### src/verilog/cmdc_pkg.sv
// constants shared by the codec mode, dac and level control register slice
// assumes a 200 MHz core clock and 8-bit register writes from the serial port decoder
`default_nettype none
package cmdc_pkg;
	// ****************************************
	// clock and timing
	// ****************************************
	localparam int CLK_HZ = 200_000_000;
	localparam int DIV_W = 16;
	localparam int TMR_W = 13;
	localparam int DATA_W = 16;
	localparam int GAIN_W = 7;
	// rates per sample_rate_sel code, code 0 is 44.1 kHz
	localparam int FS_RATE_HZ [8] = '{44100, 48000, 32000, 24000, 22050, 16000, 11025, 8000};
	// mclk cycles per half sample period, rounded down
	function automatic logic [DIV_W-1:0] half_fs_cycles(input logic [2:0] code);
		half_fs_cycles = DIV_W'(CLK_HZ / (2 * FS_RATE_HZ[code]));
	endfunction
	// all timer limits are in half sample periods
	localparam logic [TMR_W-1:0] MUTE_BASE_HALF = 13'h0010;
	localparam logic [TMR_W-1:0] LIM_BASE_HALF = 13'h0001;
	localparam logic [TMR_W-1:0] WAIT_BASE_HALF = 13'h0100;
	localparam logic [TMR_W-1:0] SECOND_LEVEL_CTRL_SLOW_HALF = 13'h1000;
	localparam logic [TMR_W-1:0] SECOND_LEVEL_CTRL_FAST_HALF = 13'h0400;
	// ****************************************
	// register map
	// ****************************************
	localparam logic [7:0] ADDR_MODE = 8'h05;
	localparam logic [7:0] ADDR_DAC = 8'h06;
	localparam logic [7:0] ADDR_MIC = 8'h07;
	localparam logic [7:0] ADDR_TIMER = 8'h08;
	localparam logic [7:0] ADDR_ALC = 8'h09;
	localparam logic [7:0] ADDR_GAIN = 8'h0B;
	localparam logic [7:0] ADDR_ATT_L = 8'h0C;
	localparam logic [7:0] ADDR_ATT_R = 8'h0D;
	localparam logic [7:0] RST_MODE = 8'h00;
	localparam logic [7:0] RST_DAC = 8'h11;
	localparam logic [7:0] RST_MIC = 8'h01;
	localparam logic [7:0] RST_TIMER = 8'h00;
	localparam logic [7:0] RST_ALC = 8'h40;
	localparam logic [7:0] RST_ATT = 8'h00;
	localparam logic [GAIN_W-1:0] RST_GAIN = 7'h10;
	localparam logic [GAIN_W-1:0] GAIN_REF = 7'h36;
	// writable bits, reserved ones read zero
	localparam logic [7:0] MASK_MODE = 8'hE7;
	localparam logic [7:0] MASK_MIC = 8'h3F;
	localparam logic [7:0] MASK_TIMER = 8'h7F;
	localparam logic [7:0] MASK_ALC = 8'h7F;
	// field positions
	localparam int MODE_SPK_SAVE = 0;
	localparam int MODE_LOOP = 1;
	localparam int MODE_HP_MONO = 2;
	localparam int MODE_FS_LSB = 5;
	localparam int DAC_DEEMPH_LSB = 0;
	localparam int DAC_BOOST_LSB = 2;
	localparam int DAC_ATT_LINK = 4;
	localparam int DAC_SILENCE = 5;
	localparam int DAC_RAMP_LSB = 6;
	localparam int MIC_GAIN1 = 0;
	localparam int MIC_SRC = 1;
	localparam int MIC_TO_ADC = 2;
	localparam int MIC_SUP_INT = 3;
	localparam int MIC_SUP_EXT = 4;
	localparam int MIC_AUX_ADC = 5;
	localparam int TMR_LIM_LSB = 0;
	localparam int TMR_WAIT_LSB = 2;
	localparam int TMR_ZC_LSB = 4;
	localparam int TMR_SECOND_LEVEL_CTRL_REC = 6;
	localparam int ALC_THRESH = 0;
	localparam int ALC_REC_STEP = 1;
	localparam int ALC_LIM_LSB = 2;
	localparam int ALC_ZC_OFF = 4;
	localparam int ALC_EN1 = 5;
	localparam int ALC_EN2 = 6;
	// ****************************************
	// signal levels and mute
	// ****************************************
	localparam logic [DATA_W-1:0] LVL_M4DB = 16'h50C3;
	localparam logic [DATA_W-1:0] LVL_M6DB = 16'h4026;
	localparam logic [DATA_W-1:0] LVL_M8DB = 16'h32F5;
	localparam logic [7:0] MUTE_FULL = 8'h80;
	// gain apply sequencer
	typedef enum logic [1:0] {CMDC_IDLE = 2'b01, CMDC_WAIT_ZC = 2'b10} cmdc_state_t;
endpackage
`default_nettype wire

### src/verilog/cmdc_fs_timer.sv
// sample-period timer counting half-fs ticks up to a limit
// assumes tick is a one-cycle pulse at twice the sample rate
`default_nettype none
module cmdc_fs_timer #(
	parameter int W = 13
) (
	// clock and reset
	input wire logic clk,
	input wire logic rst,
	// control
	input wire logic run,
	input wire logic restart,
	input wire logic tick,
	input wire logic [W-1:0] limit,
	// expiry pulse
	output logic done
);
	logic [W-1:0] count_reg;
	logic [W-1:0] count_next;
	logic hit;

	// ****************************************
	// counter
	// ****************************************
	// restart wins over tick so a fresh period is always whole
	assign count_next = W'(count_reg + 1'b1);
	assign hit = tick && (count_next >= limit);
	always_ff @(posedge clk)
	begin
		if (rst || !run || restart)
			count_reg <= '0;
		else if (hit)
			count_reg <= '0;
		else if (tick)
			count_reg <= count_next;
	end

	// expiry pulse, registered
	always_ff @(posedge clk)
	begin
		if (rst)
			done <= 1'b0;
		else
			done <= run && !restart && hit;
	end
endmodule
`default_nettype wire

### src/verilog/cmdc_regs.sv
// mode, dac, mic routing and level control registers with their datapath effects
// assumes register strobes come from the serial control port decoder, one access a cycle
// Behaviour
// - speaker save 0 floats positive output, holds negative at half supply
// - speaker save acts only with speaker power; power bit resets low
// - loopback sends adc data to dac, ignoring external dac data
// - headphone mono drives (L+R)/2 to both channels
// - sample rate field resets to 000, meaning 44.1 kHz
// - de-emphasis field resets to 01, de-emphasis off
// - bass boost field resets to 00, boost off
// - linked attenuators: left write sets both, stored right unchanged
// - soft mute ramps dac output down digitally, apart from attenuator
// - mute ramp lasts 1024, 512, 256 or 128 sample periods
// - mic source resets internal; first mic gain resets to +20 dB
// - mic to adc switch feeds level control output into adc
// - aux to adc switch feeds aux input into adc
// - mic supply switches act only with mic block power
// - limiter without zero cross applies at once, spaced 0.5 to 4/fs
// - recovery waits 128 to 1024/fs without limiting before stepping
// - host, recovery, zero-cross limiter changes wait zero cross or timeout
// - second level control recovery period 2048/fs or 512/fs
// - limiter thresholds -6/-4 dBFS, reset bands two dB below
// - first level control resets off, second resets on
// - zero-cross field 0 waits for crossing, 1 applies limiter steps immediately
// - limiter lowers gain 1 to 4 steps, clipping at zero
// - recovery raises gain 1 or 2 steps, never past reference
`default_nettype none
module cmdc_regs (
	// clock and reset
	input wire logic MCLK,
	input wire logic SRST,
	input wire logic POWER_DOWN_PIN_N,
	// register port
	input wire logic [7:0] REG_ADDR,
	input wire logic [7:0] REG_WDATA,
	input wire logic REG_WR,
	input wire logic REG_RD,
	output logic [7:0] REG_RDATA,
	// power bits held elsewhere
	input wire logic SPEAKER_BLOCK_POWER,
	input wire logic MIC_BLOCK_POWER,
	// adc and dac sample streams
	input wire logic [cmdc_pkg::DATA_W-1:0] ADC_DATA,
	input wire logic ADC_VALID,
	input wire logic [cmdc_pkg::DATA_W-1:0] DAC_IN_DATA,
	input wire logic DAC_IN_VALID,
	output logic [cmdc_pkg::DATA_W-1:0] DAC_OUT_DATA,
	output logic DAC_OUT_VALID,
	// headphone mix
	input wire logic [cmdc_pkg::DATA_W-1:0] HP_LEFT_IN,
	input wire logic [cmdc_pkg::DATA_W-1:0] HP_RIGHT_IN,
	input wire logic HP_IN_VALID,
	output logic [cmdc_pkg::DATA_W-1:0] HP_LEFT_OUT,
	output logic [cmdc_pkg::DATA_W-1:0] HP_RIGHT_OUT,
	// speaker pins
	output logic SPEAKER_POS_OUT_OE,
	output logic SPEAKER_NEG_OUT_HALF,
	// dac controls
	output logic [2:0] SAMPLE_RATE_SEL,
	output logic [1:0] DEEMPH_SEL,
	output logic [1:0] BASS_BOOST_SEL,
	output logic [7:0] LEFT_ATTEN,
	output logic [7:0] RIGHT_ATTEN,
	output logic [7:0] MUTE_GAIN,
	// mic and adc routing
	output logic FIRST_MIC_GAIN,
	output logic MIC_SOURCE_SEL,
	output logic MIC_TO_ADC_SWITCH,
	output logic AUX_TO_ADC_SWITCH,
	output logic INTERNAL_MIC_SUPPLY,
	output logic EXTERNAL_MIC_SUPPLY,
	// level control
	output logic [cmdc_pkg::GAIN_W-1:0] INPUT_GAIN_STAGE,
	output logic SECOND_LEVEL_CTRL,
	output logic SECOND_RECOVERY_TICK
);
	import cmdc_pkg::*;

	logic reg_rst;
	logic [7:0] mode_reg, dac_reg, mic_reg, timer_reg, alc_reg;
	logic [7:0] left_atten_reg, right_atten_reg;
	logic [GAIN_W-1:0] gain_wr_reg, gain_reg, target_reg;
	logic [7:0] rdata_next;
	logic wr_mode, wr_dac, wr_mic, wr_timer, wr_alc, wr_gain, wr_att_l, wr_att_r;

	// ****************************************
	// register file
	// ****************************************
	// power-down pin clears the bank just like the core reset
	assign reg_rst = SRST || !POWER_DOWN_PIN_N;
	assign wr_mode = REG_WR && (REG_ADDR == ADDR_MODE);
	assign wr_dac = REG_WR && (REG_ADDR == ADDR_DAC);
	assign wr_mic = REG_WR && (REG_ADDR == ADDR_MIC);
	assign wr_timer = REG_WR && (REG_ADDR == ADDR_TIMER);
	assign wr_alc = REG_WR && (REG_ADDR == ADDR_ALC);
	assign wr_gain = REG_WR && (REG_ADDR == ADDR_GAIN);
	assign wr_att_l = REG_WR && (REG_ADDR == ADDR_ATT_L);
	assign wr_att_r = REG_WR && (REG_ADDR == ADDR_ATT_R);

	// control registers, reserved bits masked at write
	// reset values of every field
	always_ff @(posedge MCLK)
	begin
		if (reg_rst)
		begin
			mode_reg <= RST_MODE;
			dac_reg <= RST_DAC;
			mic_reg <= RST_MIC;
			timer_reg <= RST_TIMER;
			alc_reg <= RST_ALC;
			gain_wr_reg <= RST_GAIN;
		end
		else
		begin
			if (wr_mode)
				mode_reg <= REG_WDATA & MASK_MODE;
			if (wr_dac)
				dac_reg <= REG_WDATA;
			if (wr_mic)
				mic_reg <= REG_WDATA & MASK_MIC;
			if (wr_timer)
				timer_reg <= REG_WDATA & MASK_TIMER;
			if (wr_alc)
				alc_reg <= REG_WDATA & MASK_ALC;
			if (wr_gain)
				gain_wr_reg <= REG_WDATA[GAIN_W-1:0];
		end
	end

	// attenuator pair
	always_ff @(posedge MCLK)
	begin
		if (reg_rst)
		begin
			left_atten_reg <= RST_ATT;
			right_atten_reg <= RST_ATT;
		end
		else
		begin
			if (wr_att_l)
				left_atten_reg <= REG_WDATA;
			if (wr_att_r)
				right_atten_reg <= REG_WDATA;
		end
	end

	// read mux, unmapped addresses answer zero
	always_comb
	begin
		case (REG_ADDR)
			ADDR_MODE: rdata_next = mode_reg;
			ADDR_DAC: rdata_next = dac_reg;
			ADDR_MIC: rdata_next = mic_reg;
			ADDR_TIMER: rdata_next = timer_reg;
			ADDR_ALC: rdata_next = alc_reg;
			ADDR_GAIN: rdata_next = {1'b0, gain_wr_reg};
			ADDR_ATT_L: rdata_next = left_atten_reg;
			ADDR_ATT_R: rdata_next = right_atten_reg;
			default: rdata_next = 8'h00;
		endcase
	end

	always_ff @(posedge MCLK)
	begin
		if (SRST)
			REG_RDATA <= 8'h00;
		else if (REG_RD)
			REG_RDATA <= rdata_next;
	end

	// ****************************************
	// static controls
	// ****************************************
	assign SAMPLE_RATE_SEL = mode_reg[MODE_FS_LSB +: 3];
	assign DEEMPH_SEL = dac_reg[DAC_DEEMPH_LSB +: 2];
	assign BASS_BOOST_SEL = dac_reg[DAC_BOOST_LSB +: 2];
	assign LEFT_ATTEN = left_atten_reg;
	assign RIGHT_ATTEN = dac_reg[DAC_ATT_LINK] ? left_atten_reg : right_atten_reg;
	assign FIRST_MIC_GAIN = mic_reg[MIC_GAIN1];
	assign MIC_SOURCE_SEL = mic_reg[MIC_SRC];
	assign MIC_TO_ADC_SWITCH = mic_reg[MIC_TO_ADC];
	assign AUX_TO_ADC_SWITCH = mic_reg[MIC_AUX_ADC];
	// supplies gated by mic block power
	assign INTERNAL_MIC_SUPPLY = mic_reg[MIC_SUP_INT] && MIC_BLOCK_POWER;
	assign EXTERNAL_MIC_SUPPLY = mic_reg[MIC_SUP_EXT] && MIC_BLOCK_POWER;
	// save bit clear floats positive pin, parks negative pin
	assign SPEAKER_POS_OUT_OE = SPEAKER_BLOCK_POWER && mode_reg[MODE_SPK_SAVE];
	// without speaker power both pins stay released
	assign SPEAKER_NEG_OUT_HALF = SPEAKER_BLOCK_POWER && !mode_reg[MODE_SPK_SAVE];
	assign SECOND_LEVEL_CTRL = alc_reg[ALC_EN2];
	assign INPUT_GAIN_STAGE = gain_reg;

	// ****************************************
	// sample streams
	// ****************************************
	// loopback takes adc samples, external data dropped
	always_ff @(posedge MCLK)
	begin
		if (SRST)
		begin
			DAC_OUT_DATA <= '0;
			DAC_OUT_VALID <= 1'b0;
		end
		else if (mode_reg[MODE_LOOP])
		begin
			DAC_OUT_DATA <= ADC_VALID ? ADC_DATA : DAC_OUT_DATA;
			DAC_OUT_VALID <= ADC_VALID;
		end
		else
		begin
			DAC_OUT_DATA <= DAC_IN_VALID ? DAC_IN_DATA : DAC_OUT_DATA;
			DAC_OUT_VALID <= DAC_IN_VALID;
		end
	end

	// mono mix, sum kept one bit wider to avoid overflow
	logic signed [DATA_W:0] hp_sum;
	assign hp_sum = $signed({HP_LEFT_IN[DATA_W-1], HP_LEFT_IN}) + $signed({HP_RIGHT_IN[DATA_W-1], HP_RIGHT_IN});
	always_ff @(posedge MCLK)
	begin
		if (SRST)
		begin
			HP_LEFT_OUT <= '0;
			HP_RIGHT_OUT <= '0;
		end
		else if (HP_IN_VALID)
		begin
			HP_LEFT_OUT <= mode_reg[MODE_HP_MONO] ? hp_sum[DATA_W:1] : HP_LEFT_IN;
			HP_RIGHT_OUT <= mode_reg[MODE_HP_MONO] ? hp_sum[DATA_W:1] : HP_RIGHT_IN;
		end
	end

	// ****************************************
	// sample tick and timers
	// ****************************************
	logic [DIV_W-1:0] div_reg;
	logic half_tick;
	// tick rate follows the selected sample rate
	assign half_tick = (div_reg == '0);
	always_ff @(posedge MCLK)
	begin
		if (SRST || half_tick)
			div_reg <= DIV_W'(half_fs_cycles(SAMPLE_RATE_SEL) - 1'b1);
		else
			div_reg <= DIV_W'(div_reg - 1'b1);
	end

	cmdc_pkg::cmdc_state_t state_reg;
	logic first_level_ctrl_en, limit_hit, band_hit, zc_seen, imm_apply, zc_apply, lim_hold_reg;
	logic mute_step, lim_done, wait_done, zc_done;
	logic [DATA_W-1:0] mag;
	logic [DATA_W-1:0] lim_lvl, band_lvl;
	logic adc_sign_reg;

	// ramp step of 1/128 of the selected mute time
	cmdc_fs_timer #(.W(TMR_W)) u_mute_tmr (.clk(MCLK), .rst(SRST), .run(1'b1), .restart(1'b0),
		.tick(half_tick), .limit(MUTE_BASE_HALF >> dac_reg[DAC_RAMP_LSB +: 2]), .done(mute_step));
	// limiter spacing while a change is held
	cmdc_fs_timer #(.W(TMR_W)) u_lim_tmr (.clk(MCLK), .rst(SRST), .run(lim_hold_reg), .restart(imm_apply),
		.tick(half_tick), .limit(LIM_BASE_HALF << timer_reg[TMR_LIM_LSB +: 2]), .done(lim_done));
	// recovery wait restarted by any limiting or reset-band level
	cmdc_fs_timer #(.W(TMR_W)) u_wait_tmr (.clk(MCLK), .rst(SRST), .run(first_level_ctrl_en), .restart(limit_hit || band_hit),
		.tick(half_tick), .limit(WAIT_BASE_HALF << timer_reg[TMR_WAIT_LSB +: 2]), .done(wait_done));
	// zero-cross timeout, started on entering the wait
	cmdc_fs_timer #(.W(TMR_W)) u_zc_tmr (.clk(MCLK), .rst(SRST), .run(state_reg == CMDC_WAIT_ZC),
		.restart(1'b0), .tick(half_tick), .limit(WAIT_BASE_HALF << timer_reg[TMR_ZC_LSB +: 2]), .done(zc_done));
	cmdc_fs_timer #(.W(TMR_W)) u_second_level_ctrl_tmr (.clk(MCLK), .rst(SRST), .run(SECOND_LEVEL_CTRL), .restart(1'b0),
		.tick(half_tick), .limit(timer_reg[TMR_SECOND_LEVEL_CTRL_REC] ? SECOND_LEVEL_CTRL_FAST_HALF : SECOND_LEVEL_CTRL_SLOW_HALF),
		.done(SECOND_RECOVERY_TICK));

	// ****************************************
	// soft mute
	// ****************************************
	// digital ramp, independent of attenuator values
	always_ff @(posedge MCLK)
	begin
		if (reg_rst)
			MUTE_GAIN <= MUTE_FULL;
		else if (mute_step && dac_reg[DAC_SILENCE] && MUTE_GAIN != 8'h00)
			MUTE_GAIN <= MUTE_GAIN - 8'h01;
		else if (mute_step && !dac_reg[DAC_SILENCE] && MUTE_GAIN != MUTE_FULL)
			MUTE_GAIN <= MUTE_GAIN + 8'h01;
	end

	// ****************************************
	// level control
	// ****************************************
	assign first_level_ctrl_en = alc_reg[ALC_EN1];
	assign mag = ADC_DATA[DATA_W-1] ? DATA_W'(~ADC_DATA + 1'b1) : ADC_DATA;
	assign lim_lvl = alc_reg[ALC_THRESH] ? LVL_M4DB : LVL_M6DB;
	assign band_lvl = alc_reg[ALC_THRESH] ? LVL_M6DB : LVL_M8DB;
	assign limit_hit = first_level_ctrl_en && ADC_VALID && (mag >= lim_lvl);
	assign band_hit = first_level_ctrl_en && ADC_VALID && (mag < lim_lvl) && (mag >= band_lvl);
	assign zc_seen = ADC_VALID && (ADC_DATA[DATA_W-1] != adc_sign_reg);

	always_ff @(posedge MCLK)
	begin
		if (SRST)
			adc_sign_reg <= 1'b0;
		else if (ADC_VALID)
			adc_sign_reg <= ADC_DATA[DATA_W-1];
	end

	// candidate gains
	logic [GAIN_W-1:0] lim_step, rec_step, lim_gain, rec_gain;
	// one to four steps down, clipped at zero
	assign lim_step = GAIN_W'(alc_reg[ALC_LIM_LSB +: 2]) + 7'h01;
	assign lim_gain = (gain_reg > lim_step) ? GAIN_W'(gain_reg - lim_step) : '0;
	// one or two steps up, capped at the reference
	assign rec_step = alc_reg[ALC_REC_STEP] ? 7'h02 : 7'h01;
	assign rec_gain = (GAIN_W'(gain_reg + rec_step) > GAIN_REF) ? GAIN_REF : GAIN_W'(gain_reg + rec_step);

	// zero-cross off means limiter acts at once, unless spacing holds it
	assign imm_apply = limit_hit && alc_reg[ALC_ZC_OFF] && !lim_hold_reg;
	assign zc_apply = (state_reg == CMDC_WAIT_ZC) && (zc_seen || zc_done);

	// hold the limiter until the period has elapsed
	always_ff @(posedge MCLK)
	begin
		if (reg_rst)
			lim_hold_reg <= 1'b0;
		else if (imm_apply)
			lim_hold_reg <= 1'b1;
		else if (lim_done)
			lim_hold_reg <= 1'b0;
	end

	// deferred changes wait for a crossing or the timeout
	always_ff @(posedge MCLK)
	begin
		if (reg_rst)
		begin
			state_reg <= CMDC_IDLE;
			gain_reg <= RST_GAIN;
			target_reg <= RST_GAIN;
		end
		else if (imm_apply)
		begin
			gain_reg <= lim_gain;
			state_reg <= CMDC_IDLE;
		end
		else
		begin
			case (state_reg)
				CMDC_IDLE:
				begin
					if (limit_hit && !alc_reg[ALC_ZC_OFF])
					begin
						target_reg <= lim_gain;
						state_reg <= CMDC_WAIT_ZC;
					end
					else if (wr_gain && !first_level_ctrl_en)
					begin
						target_reg <= REG_WDATA[GAIN_W-1:0];
						state_reg <= CMDC_WAIT_ZC;
					end
					else if (wait_done && gain_reg < GAIN_REF)
					begin
						target_reg <= rec_gain;
						state_reg <= CMDC_WAIT_ZC;
					end
				end
				CMDC_WAIT_ZC:
				begin
					if (zc_apply)
					begin
						gain_reg <= target_reg;
						state_reg <= CMDC_IDLE;
					end
				end
				default: state_reg <= CMDC_IDLE;
			endcase
		end
	end

	// ****************************************
	// checks
	// ****************************************
	a_reserved_zero: assert property (@(posedge MCLK) disable iff (SRST)
		(REG_RD && REG_ADDR == ADDR_MODE) |=> (REG_RDATA[4:3] == 2'b00))
		else $error("reserved mode bits read nonzero");
	a_link_right_hold: assert property (@(posedge MCLK) disable iff (reg_rst)
		(wr_att_l && dac_reg[DAC_ATT_LINK] && !wr_att_r && !wr_dac) |=>
		($stable(right_atten_reg) && RIGHT_ATTEN == $past(REG_WDATA)))
		else $error("linked left write disturbed right value");
	a_loop_source: assert property (@(posedge MCLK) disable iff (SRST)
		(mode_reg[MODE_LOOP] && ADC_VALID && !wr_mode) |=> (DAC_OUT_VALID && DAC_OUT_DATA == $past(ADC_DATA)))
		else $error("loopback did not pass adc data");
	a_mono_equal: assert property (@(posedge MCLK) disable iff (SRST)
		(mode_reg[MODE_HP_MONO] && HP_IN_VALID && !wr_mode) |=> (HP_LEFT_OUT == HP_RIGHT_OUT))
		else $error("mono headphone channels differ");
	a_mute_falls: assert property (@(posedge MCLK) disable iff (reg_rst)
		(dac_reg[DAC_SILENCE] && !wr_dac) |=> (MUTE_GAIN <= $past(MUTE_GAIN)))
		else $error("mute gain rose while muted");
	a_gain_ceiling: assert property (@(posedge MCLK) disable iff (reg_rst)
		(state_reg == CMDC_IDLE && wait_done && !limit_hit && !wr_gain) ##1 (zc_apply && !imm_apply)
		|=> (gain_reg <= GAIN_REF))
		else $error("recovery exceeded reference gain");
	a_reset_defaults: assert property (@(posedge MCLK)
		reg_rst |=> (alc_reg == RST_ALC && dac_reg == RST_DAC && mic_reg == RST_MIC && gain_reg == RST_GAIN))
		else $error("register defaults wrong after reset");
	a_mic_supply_gate: assert property (@(posedge MCLK) disable iff (SRST)
		!MIC_BLOCK_POWER |-> !(INTERNAL_MIC_SUPPLY || EXTERNAL_MIC_SUPPLY))
		else $error("mic supply on without block power");
	a_limit_spacing: assert property (@(posedge MCLK) disable iff (reg_rst)
		imm_apply |=> !imm_apply [*2])
		else $error("limiter changes too close together");
endmodule
`default_nettype wire
### config.mk
export PLATFORM = sky130hd
export DESIGN_NAME = cmdc_regs
export DESIGN_NICKNAME = d
export VERILOG_FILES = /design/src/verilog/cmdc_pkg.sv /design/src/verilog/cmdc_fs_timer.sv /design/src/verilog/cmdc_regs.sv
export SDC_FILE = /design/constraint.sdc
export NUM_CORES = 1
export LEC_CHECK = 0
export ABC_AREA = 1
export BUFFER_PORTS_ARGS = -buffer_cell sky130_fd_sc_hd__buf_2
export CELL_PAD_IN_SITES_DETAIL_PLACEMENT = 0
export CELL_PAD_IN_SITES_GLOBAL_PLACEMENT = 2
export CORE_MARGIN = 2
export CORE_UTILIZATION = 30
export CTS_CLUSTER_SIZE = 14
export DETAILED_ROUTE_END_ITERATION = 6
export PLACE_DENSITY_LB_ADDON = 0.2
export SLEW_MARGIN = 40
export SYNTH_ARGS = -nofsm -noshare
export SYNTH_HDL_FRONTEND = slang
export SYNTH_SLANG_ARGS = --single-unit
### constraint.sdc
create_clock -name MCLK -period 66.2 [get_ports MCLK]
set_input_delay 6.62 -clock MCLK [delete_from_list [all_inputs] [get_ports MCLK]]
set_output_delay 6.62 -clock MCLK [all_outputs]
set_load 0.01 [all_outputs]
# Word-level counts from Yosys, hierarchy flattened
# Memories as Yosys holds them, arrays and structs flattened.
# Index checks and enable logic that the tools add are counted.
dict set report word_totals {
  reg_bits 226
  romBits 256
  inputBits 90
  out_inout_bits 105
  word_cells 189
  memories 1
}
dict set report classes {
  addsub 14
  n_div 1
  order_cmp 12
  n_eq_ne 15
  shift 4
  muxes 33
  bitwise_logic 3
  reduce_logical 76
}
# name depth width read_ports rd_clocked_by_memory_dff wr line_no
set memory_table {}
lappend memory_table {{(no name shown)} 8 32 1 0 0 cmdc_pkg.sv:17} ;# half_fs_cycles = DIV_W'(CLK_HZ / (2 * FS_RATE_HZ[code]));
# op n
set op_table {}
lappend op_table {{$mux W16} 7}
lappend op_table {{$add A13 B1 Y13 const B} 5}
lappend op_table {{$ge A13 B13 Y1} 5}
lappend op_table {{$pmux W8 S8} 1}
lappend op_table {{$mux W31} 2}
lappend op_table {{$mux W7} 8}
lappend op_table {{$eq A8 B4 Y1 const B} 5}
lappend op_table {{$logic_and A1 B1 Y1} 38}
lappend op_table {{$div A29 B32 Y32 const A} 1}
lappend op_table {{$ge A16 B15 Y1} 2}
lappend op_table {{$sub A16 B1 Y16 const B} 2}
lappend op_table {{$mux W13} 2}
lappend op_table {{$shl A9 B2 Y13 const A} 2}
lappend op_table {{$eq A8 B3 Y1 const B} 3}
lappend op_table {{$mux W8} 3}
lappend op_table {{$add A16 B16 Y17} 1}
lappend op_table {{$add A16 B1 Y16 const B} 1}
lappend op_table {{$logic_not A16 Y1} 1}
lappend op_table {{$lt A16 B15 Y1} 1}
lappend op_table {{$not A16 Y16} 1}
lappend op_table {{$mux W15} 1}
lappend op_table {{$shl A1 B2 Y13 const A} 1}
lappend op_table {{$shr A5 B2 Y13 const A} 1}
lappend op_table {{$reduce_or A2 Y1} 6}
lappend op_table {{other kinds (27)} 58}

# Logic depth before layout (Yosys ltp)
dict set report logic_depth {
  word_depth 10
  depth_mapped 309
  ltp_nobuf 290
}

# Modules after synthesis
# A second synthesis with hierarchy kept.
dict set report hier_totals {
  hier_cells 6030
  hier_area_um2 36741.5
}
# mod n_inst cells_each area_each_um2 seq_area_each_um2
set modules_own_cells {}
lappend modules_own_cells {cmdc_regs 1 5115 30823.3 3123.0}
lappend modules_own_cells {cmdc_fs_timer 5 183 1183.6 280.3}

# Least setup slack after synthesis
# OpenSTA, ideal clock, no wires.
dict set report synth_path {
  path_type {register to register}
  start {reg mode_reg[5]}
  end {reg div_reg[14]}
  setup_time_ps 126
  t_arrival_ps 38675
  required_time_ps 66074
  path_slack_ps 27399
  path_stages_with_launch 291
  path_buffers 28
  period_less_slack_ps 38801
  path_cell_list {dfxtp_1 inv_1 ha_1 nand2_2 clkbuf_1 clkbuf_1 clkbuf_8 clkbuf_1 ha_1 nor2_1 nor2_1 nand2_1 nand2_1 nand2_1 nand2_1 nand2_1 clkbuf_1 ha_1 [255 not listed] buf_4 o21ai_0 ha_1 nand2_1 nor2_1 a211oi_1 o221a_2 nand2_1 nand2_1 nand3_1 nand2_2 buf_4 ha_1 nand3_1 nor2_1 nand3_1 nor3_1 xnor2_1}
}
dict set report synth_via {
  elab_chain_cells 7
}
# item line_no
set synth_rtl {}
lappend synth_rtl {{start: declaration} cmdc_regs.sv:80} ;# logic [7:0] mode_reg, dac_reg, mic_reg, timer_reg, alc_reg;
lappend synth_rtl {{start signal: assignment} cmdc_regs.sv:116} ;# mode_reg <= REG_WDATA & MASK_MODE;
lappend synth_rtl {{$not A3 Y4 (not written as such)} cmdc_pkg.sv:17}
lappend synth_rtl {{$mem_v2 Z8 W32} --}
lappend synth_rtl {{$mux W31 (not written as such) (2 in a row)} cmdc_pkg.sv:17}
lappend synth_rtl {{$div A29 B32 Y32} cmdc_pkg.sv:17}
lappend synth_rtl {{$sub A16 B1 Y16} cmdc_regs.sv:243} ;# div_reg <= DIV_W'(half_fs_cycles(SAMPLE_RATE_SEL) - 1'b1);
lappend synth_rtl {{$mux W16} cmdc_regs.sv:242} ;# if (SRST || half_tick)
lappend synth_rtl {{end signal: assignment} cmdc_regs.sv:243}
lappend synth_rtl {{end signal: assignment} cmdc_regs.sv:245} ;# div_reg <= DIV_W'(div_reg - 1'b1);
lappend synth_rtl {{end: declaration} cmdc_regs.sv:236} ;# logic [DIV_W-1:0] div_reg;
# No other way between the ends. The select of a mux whose other input is x is not followed.
# A chain may end at the register's enable or synchronous reset.

# Worst setup path after layout
dict set report layout_path {
  start {reg mode_reg[6]}
  end {reg div_reg[14]}
}
# Same word-level chain as after synthesis.

==> results.md <==
* Status: complete, no violations
* Setup Total Neg Slack at 0 ps
* Top_reg_cell synth: dfxtp_1
* CP max stage delay at between 900 and 1000 ps
* Maxcap violations at 0
* Area grow syn2layout at 9.707%
* Synth Instances at approximately 5600
* Type of destination of the critical path: register
* # fillers at 12620
* Vias at between 30000 and 40000
* Area leader, netlist: nand2_1
* CTS tree: built
* Met3 Use GR at 0.01853
* Final-stage net count at around 6000
* Antenna violations before repair at 3
* Root Buffer: clkbuf_16
* Die area at ~110000 um^2
* Fraction of layout cells with a size suffix above 1 at 0.09953
* Met2 Use GR at 0.4109
* Fraction of registers with async set/reset at 0
* Remaining Overflow, GRT at 0
* Slew @ Worst Pin at between 800 and 900 ps
* Routed vias/inst at a little over 5
* Reg clk slew, reported paths at 70 ps
* Hold slack at approximately 460 ps
* Highest clock rate at around 21 MHz
* CP arrival at 48440 ps
* Pin count of the biggest net entering global routing at 73
* Routed len/inst at 19.34 um
* DRC at 0
* Post-synth top area share at 0.1488
* Synth warn at 0
* Most frequent CP cell: nand2_1
* Clk buf depth at 3
* CTS Hold Bufs at 0
* Synth top area cells: nand2_1, dfxtp_1, ha_1
* FP Rows at ~120
* WS Path Type: register to register
* Die Y at roughly 340 um
* Startpoint types: register
* Die width at 337.8 um
* Netlist cell types at 95
* Clock tree sinks at around 230
* Hold WC Path Type: register to register
* Resized Gates After CTS at 0
* Mapped Area at 33420 um^2
* Final hold violation count at 0
* DR iter-0 viols at roughly 2600
* DRT Wirelength at 139800 um
* H-tree levels at 1
* Final setup vio count at 0
* PnR worst setup slack at ~18000 ps
* Post-synthesis sequential area ratio at 0.1354
* Peak VDD IR at roughly 0.00002 V
* Post-DP HPWL at between 100000 and 150000 um
* First-pass GRT wire length at 212500 um
* Period utilisation layout at 0.7245
* Initial Utilization at 0.3024
* Grt peak-use layer: met2
* Placer Congestion at 0.9223
* Core Region at between 100000 and 150000 um^2
* Skew-Pair Late Insertion Delay at about 600 ps
* Flops & latches, synth at 226
* Detail Route Antenna Nets at 0
* GRT Total Usage at 0.2389
* PortBufs at about 190
* Setup Slack @ Placement at approximately 19000 ps
* CP Data Required Time at 66670 ps
* Crit path time final at approximately 48000 ps
* Slew margin rel. at 0.4391
* I/O pin count at 195
* Met1 usage in global routing at 0.3225
* Setup Buffers After CTS at 0
* CTS buffer count at 29
* PwrDens at approximately 24 nW/um^2
* Avg Synthesized Cell Area at about 6 um^2
* Slowest CP cell: o21ai_0
* Unrepaired setup endpoints after global routing: false
* First drt pass iteration count at 5
* Number of synthesized flops with an enable pin at 0
* Critical Path Fanout Max at 29
* Leakage power at 17.92 nW
* Vias in the first global route at around 36000
* Max-slew violations at 0
* Final Skew at approximately 20 ps
-- cells in the final DEF, fill, tap and decap left out, types with 39 or more instances in the layout --
| master | Yosys | routed |
|---|---|---|
| nand2_2 | 103 | 106 |
| nor3_1 | 91 | 91 |
| nor2_1 | 566 | 564 |
| ha_1 | 328 | 327 |
| buf_4 | 17 | 39 |
| nand3_1 | 357 | 357 |
| nand3_2 | 40 | 40 |
| dfxtp_1 | 226 | 226 |
| nand2_1 | 1325 | 1321 |
| xor2_1 | 184 | 184 |
| a31oi_1 | 48 | 48 |
| nand4_1 | 97 | 97 |
| inv_1 | 746 | 746 |
| o21ai_0 | 400 | 399 |
| a21oi_1 | 398 | 398 |
| xnor2_1 | 96 | 96 |
| buf_2 | 4 | 194 |
-- kinds of logic after synthesis --
kind of cell / after synthesis / synth area share
AOI/OAI and AO/OA: 1063 / 0.1785
xor gates and xnor gates: 281 / 0.07386
adders and majority gates: 333 / 0.1258
buffers and inverters: 926 / 0.1163
DFF: 226 / 0.1354
muxes: 2 / 0.0006364
other: 2 / 0.0002247
and+or+nand+nor: 2749 / 0.3693
-- synthesized netlist by cell type, types with 21 or more instances --
| library cell | n |
|---|---|
| nand2_1 | 1325 |
| inv_1 | 746 |
| nor2_1 | 566 |
| o21ai_0 | 400 |
| a21oi_1 | 398 |
| nand3_1 | 357 |
| ha_1 | 328 |
| dfxtp_1 | 226 |
| xor2_1 | 184 |
| nand2_2 | 103 |
| nand4_1 | 97 |
| xnor2_1 | 96 |
| nor3_1 | 91 |
| clkbuf_1 | 73 |
| a31oi_1 | 48 |
| nand3_2 | 40 |
| a211oi_1 | 38 |
| or2_2 | 33 |
| buf_6 | 31 |
| nand3b_1 | 30 |
| nor4_1 | 24 |
| nor2_2 | 23 |
| o211ai_1 | 21 |
| o22ai_1 | 21 |
-- final cells by class --
type	instances	area, um^2	area share
Clock inverter	9	100.1	0.002730
Timing Repair Buffer	233	1264	0.03447
Inverter	788	2970	0.08101
Sequential cell	226	4524	0.1234
Clock buffer	44	852.1	0.02324
Antenna cell	1	2.502	0.00006825
Tap cell	1488	1862	0.05078
Multi-Input combinational cell	4437	25090	0.6843
-- worst paths after layout --
path,startpoint,to,slack (ps),cells past startpoint
min reg2reg,gain_wr_reg[5],gain_wr_reg[5],460,2
min,gain_wr_reg[5],gain_wr_reg[5],460,2
max,mode_reg[6],div_reg[14],18240,256
max reg2reg,mode_reg[6],div_reg[14],18240,256
-- power by group --
group | leakage, nW | total (mW) | internal [mW] | switching, mW
clock | 0.463 | 0.162 | 0.0930 | 0.0686
combinational | 15.6 | 0.560 | 0.164 | 0.396
sequential | 1.84 | 0.141 | 0.139 | 0.00137
-- critical path, delay by kind of cell (launching register included) --
family / cells / cell delay [ps]
AO/OA/AOI/OAI: 56 / 12120
XOR/XNOR: 6 / 1090
adder cells (fa/ha/maj): 25 / 8560
buffers and inverters: 47 / 7650
flip-flops: 1 / 480
AND/OR/NAND/NOR: 122 / 17810
-- metrics by stage --
step | utilization | power [mW] | area (um^2) | cells
6_report | 0.3318 | 0.8628 | 36670 | 7226
5_1_grt | 0.3318 | 0.9427 | 36660 | 7225
4_1_cts | 0.3318 | 0.8678 | 36660 | 7225
3_5_place_dp | 0.3231 | 0.7004 | 35710 | 7172
3_3_place_gp | 0.3231 | 0.7077 | 35710 | 7172
2_1_floorplan | - | 0.5475 | 33450 | 5589
-- metal layers --
metal / up-vias / share of wire
met2: 826 / 0.47
met5: - / 0.000093
met4: 2 / 0.024
met3: 171 / 0.038
li1: 18660 / -
met1: 16800 / 0.47
No activity file was read; power rests on OpenSTA's default activity.
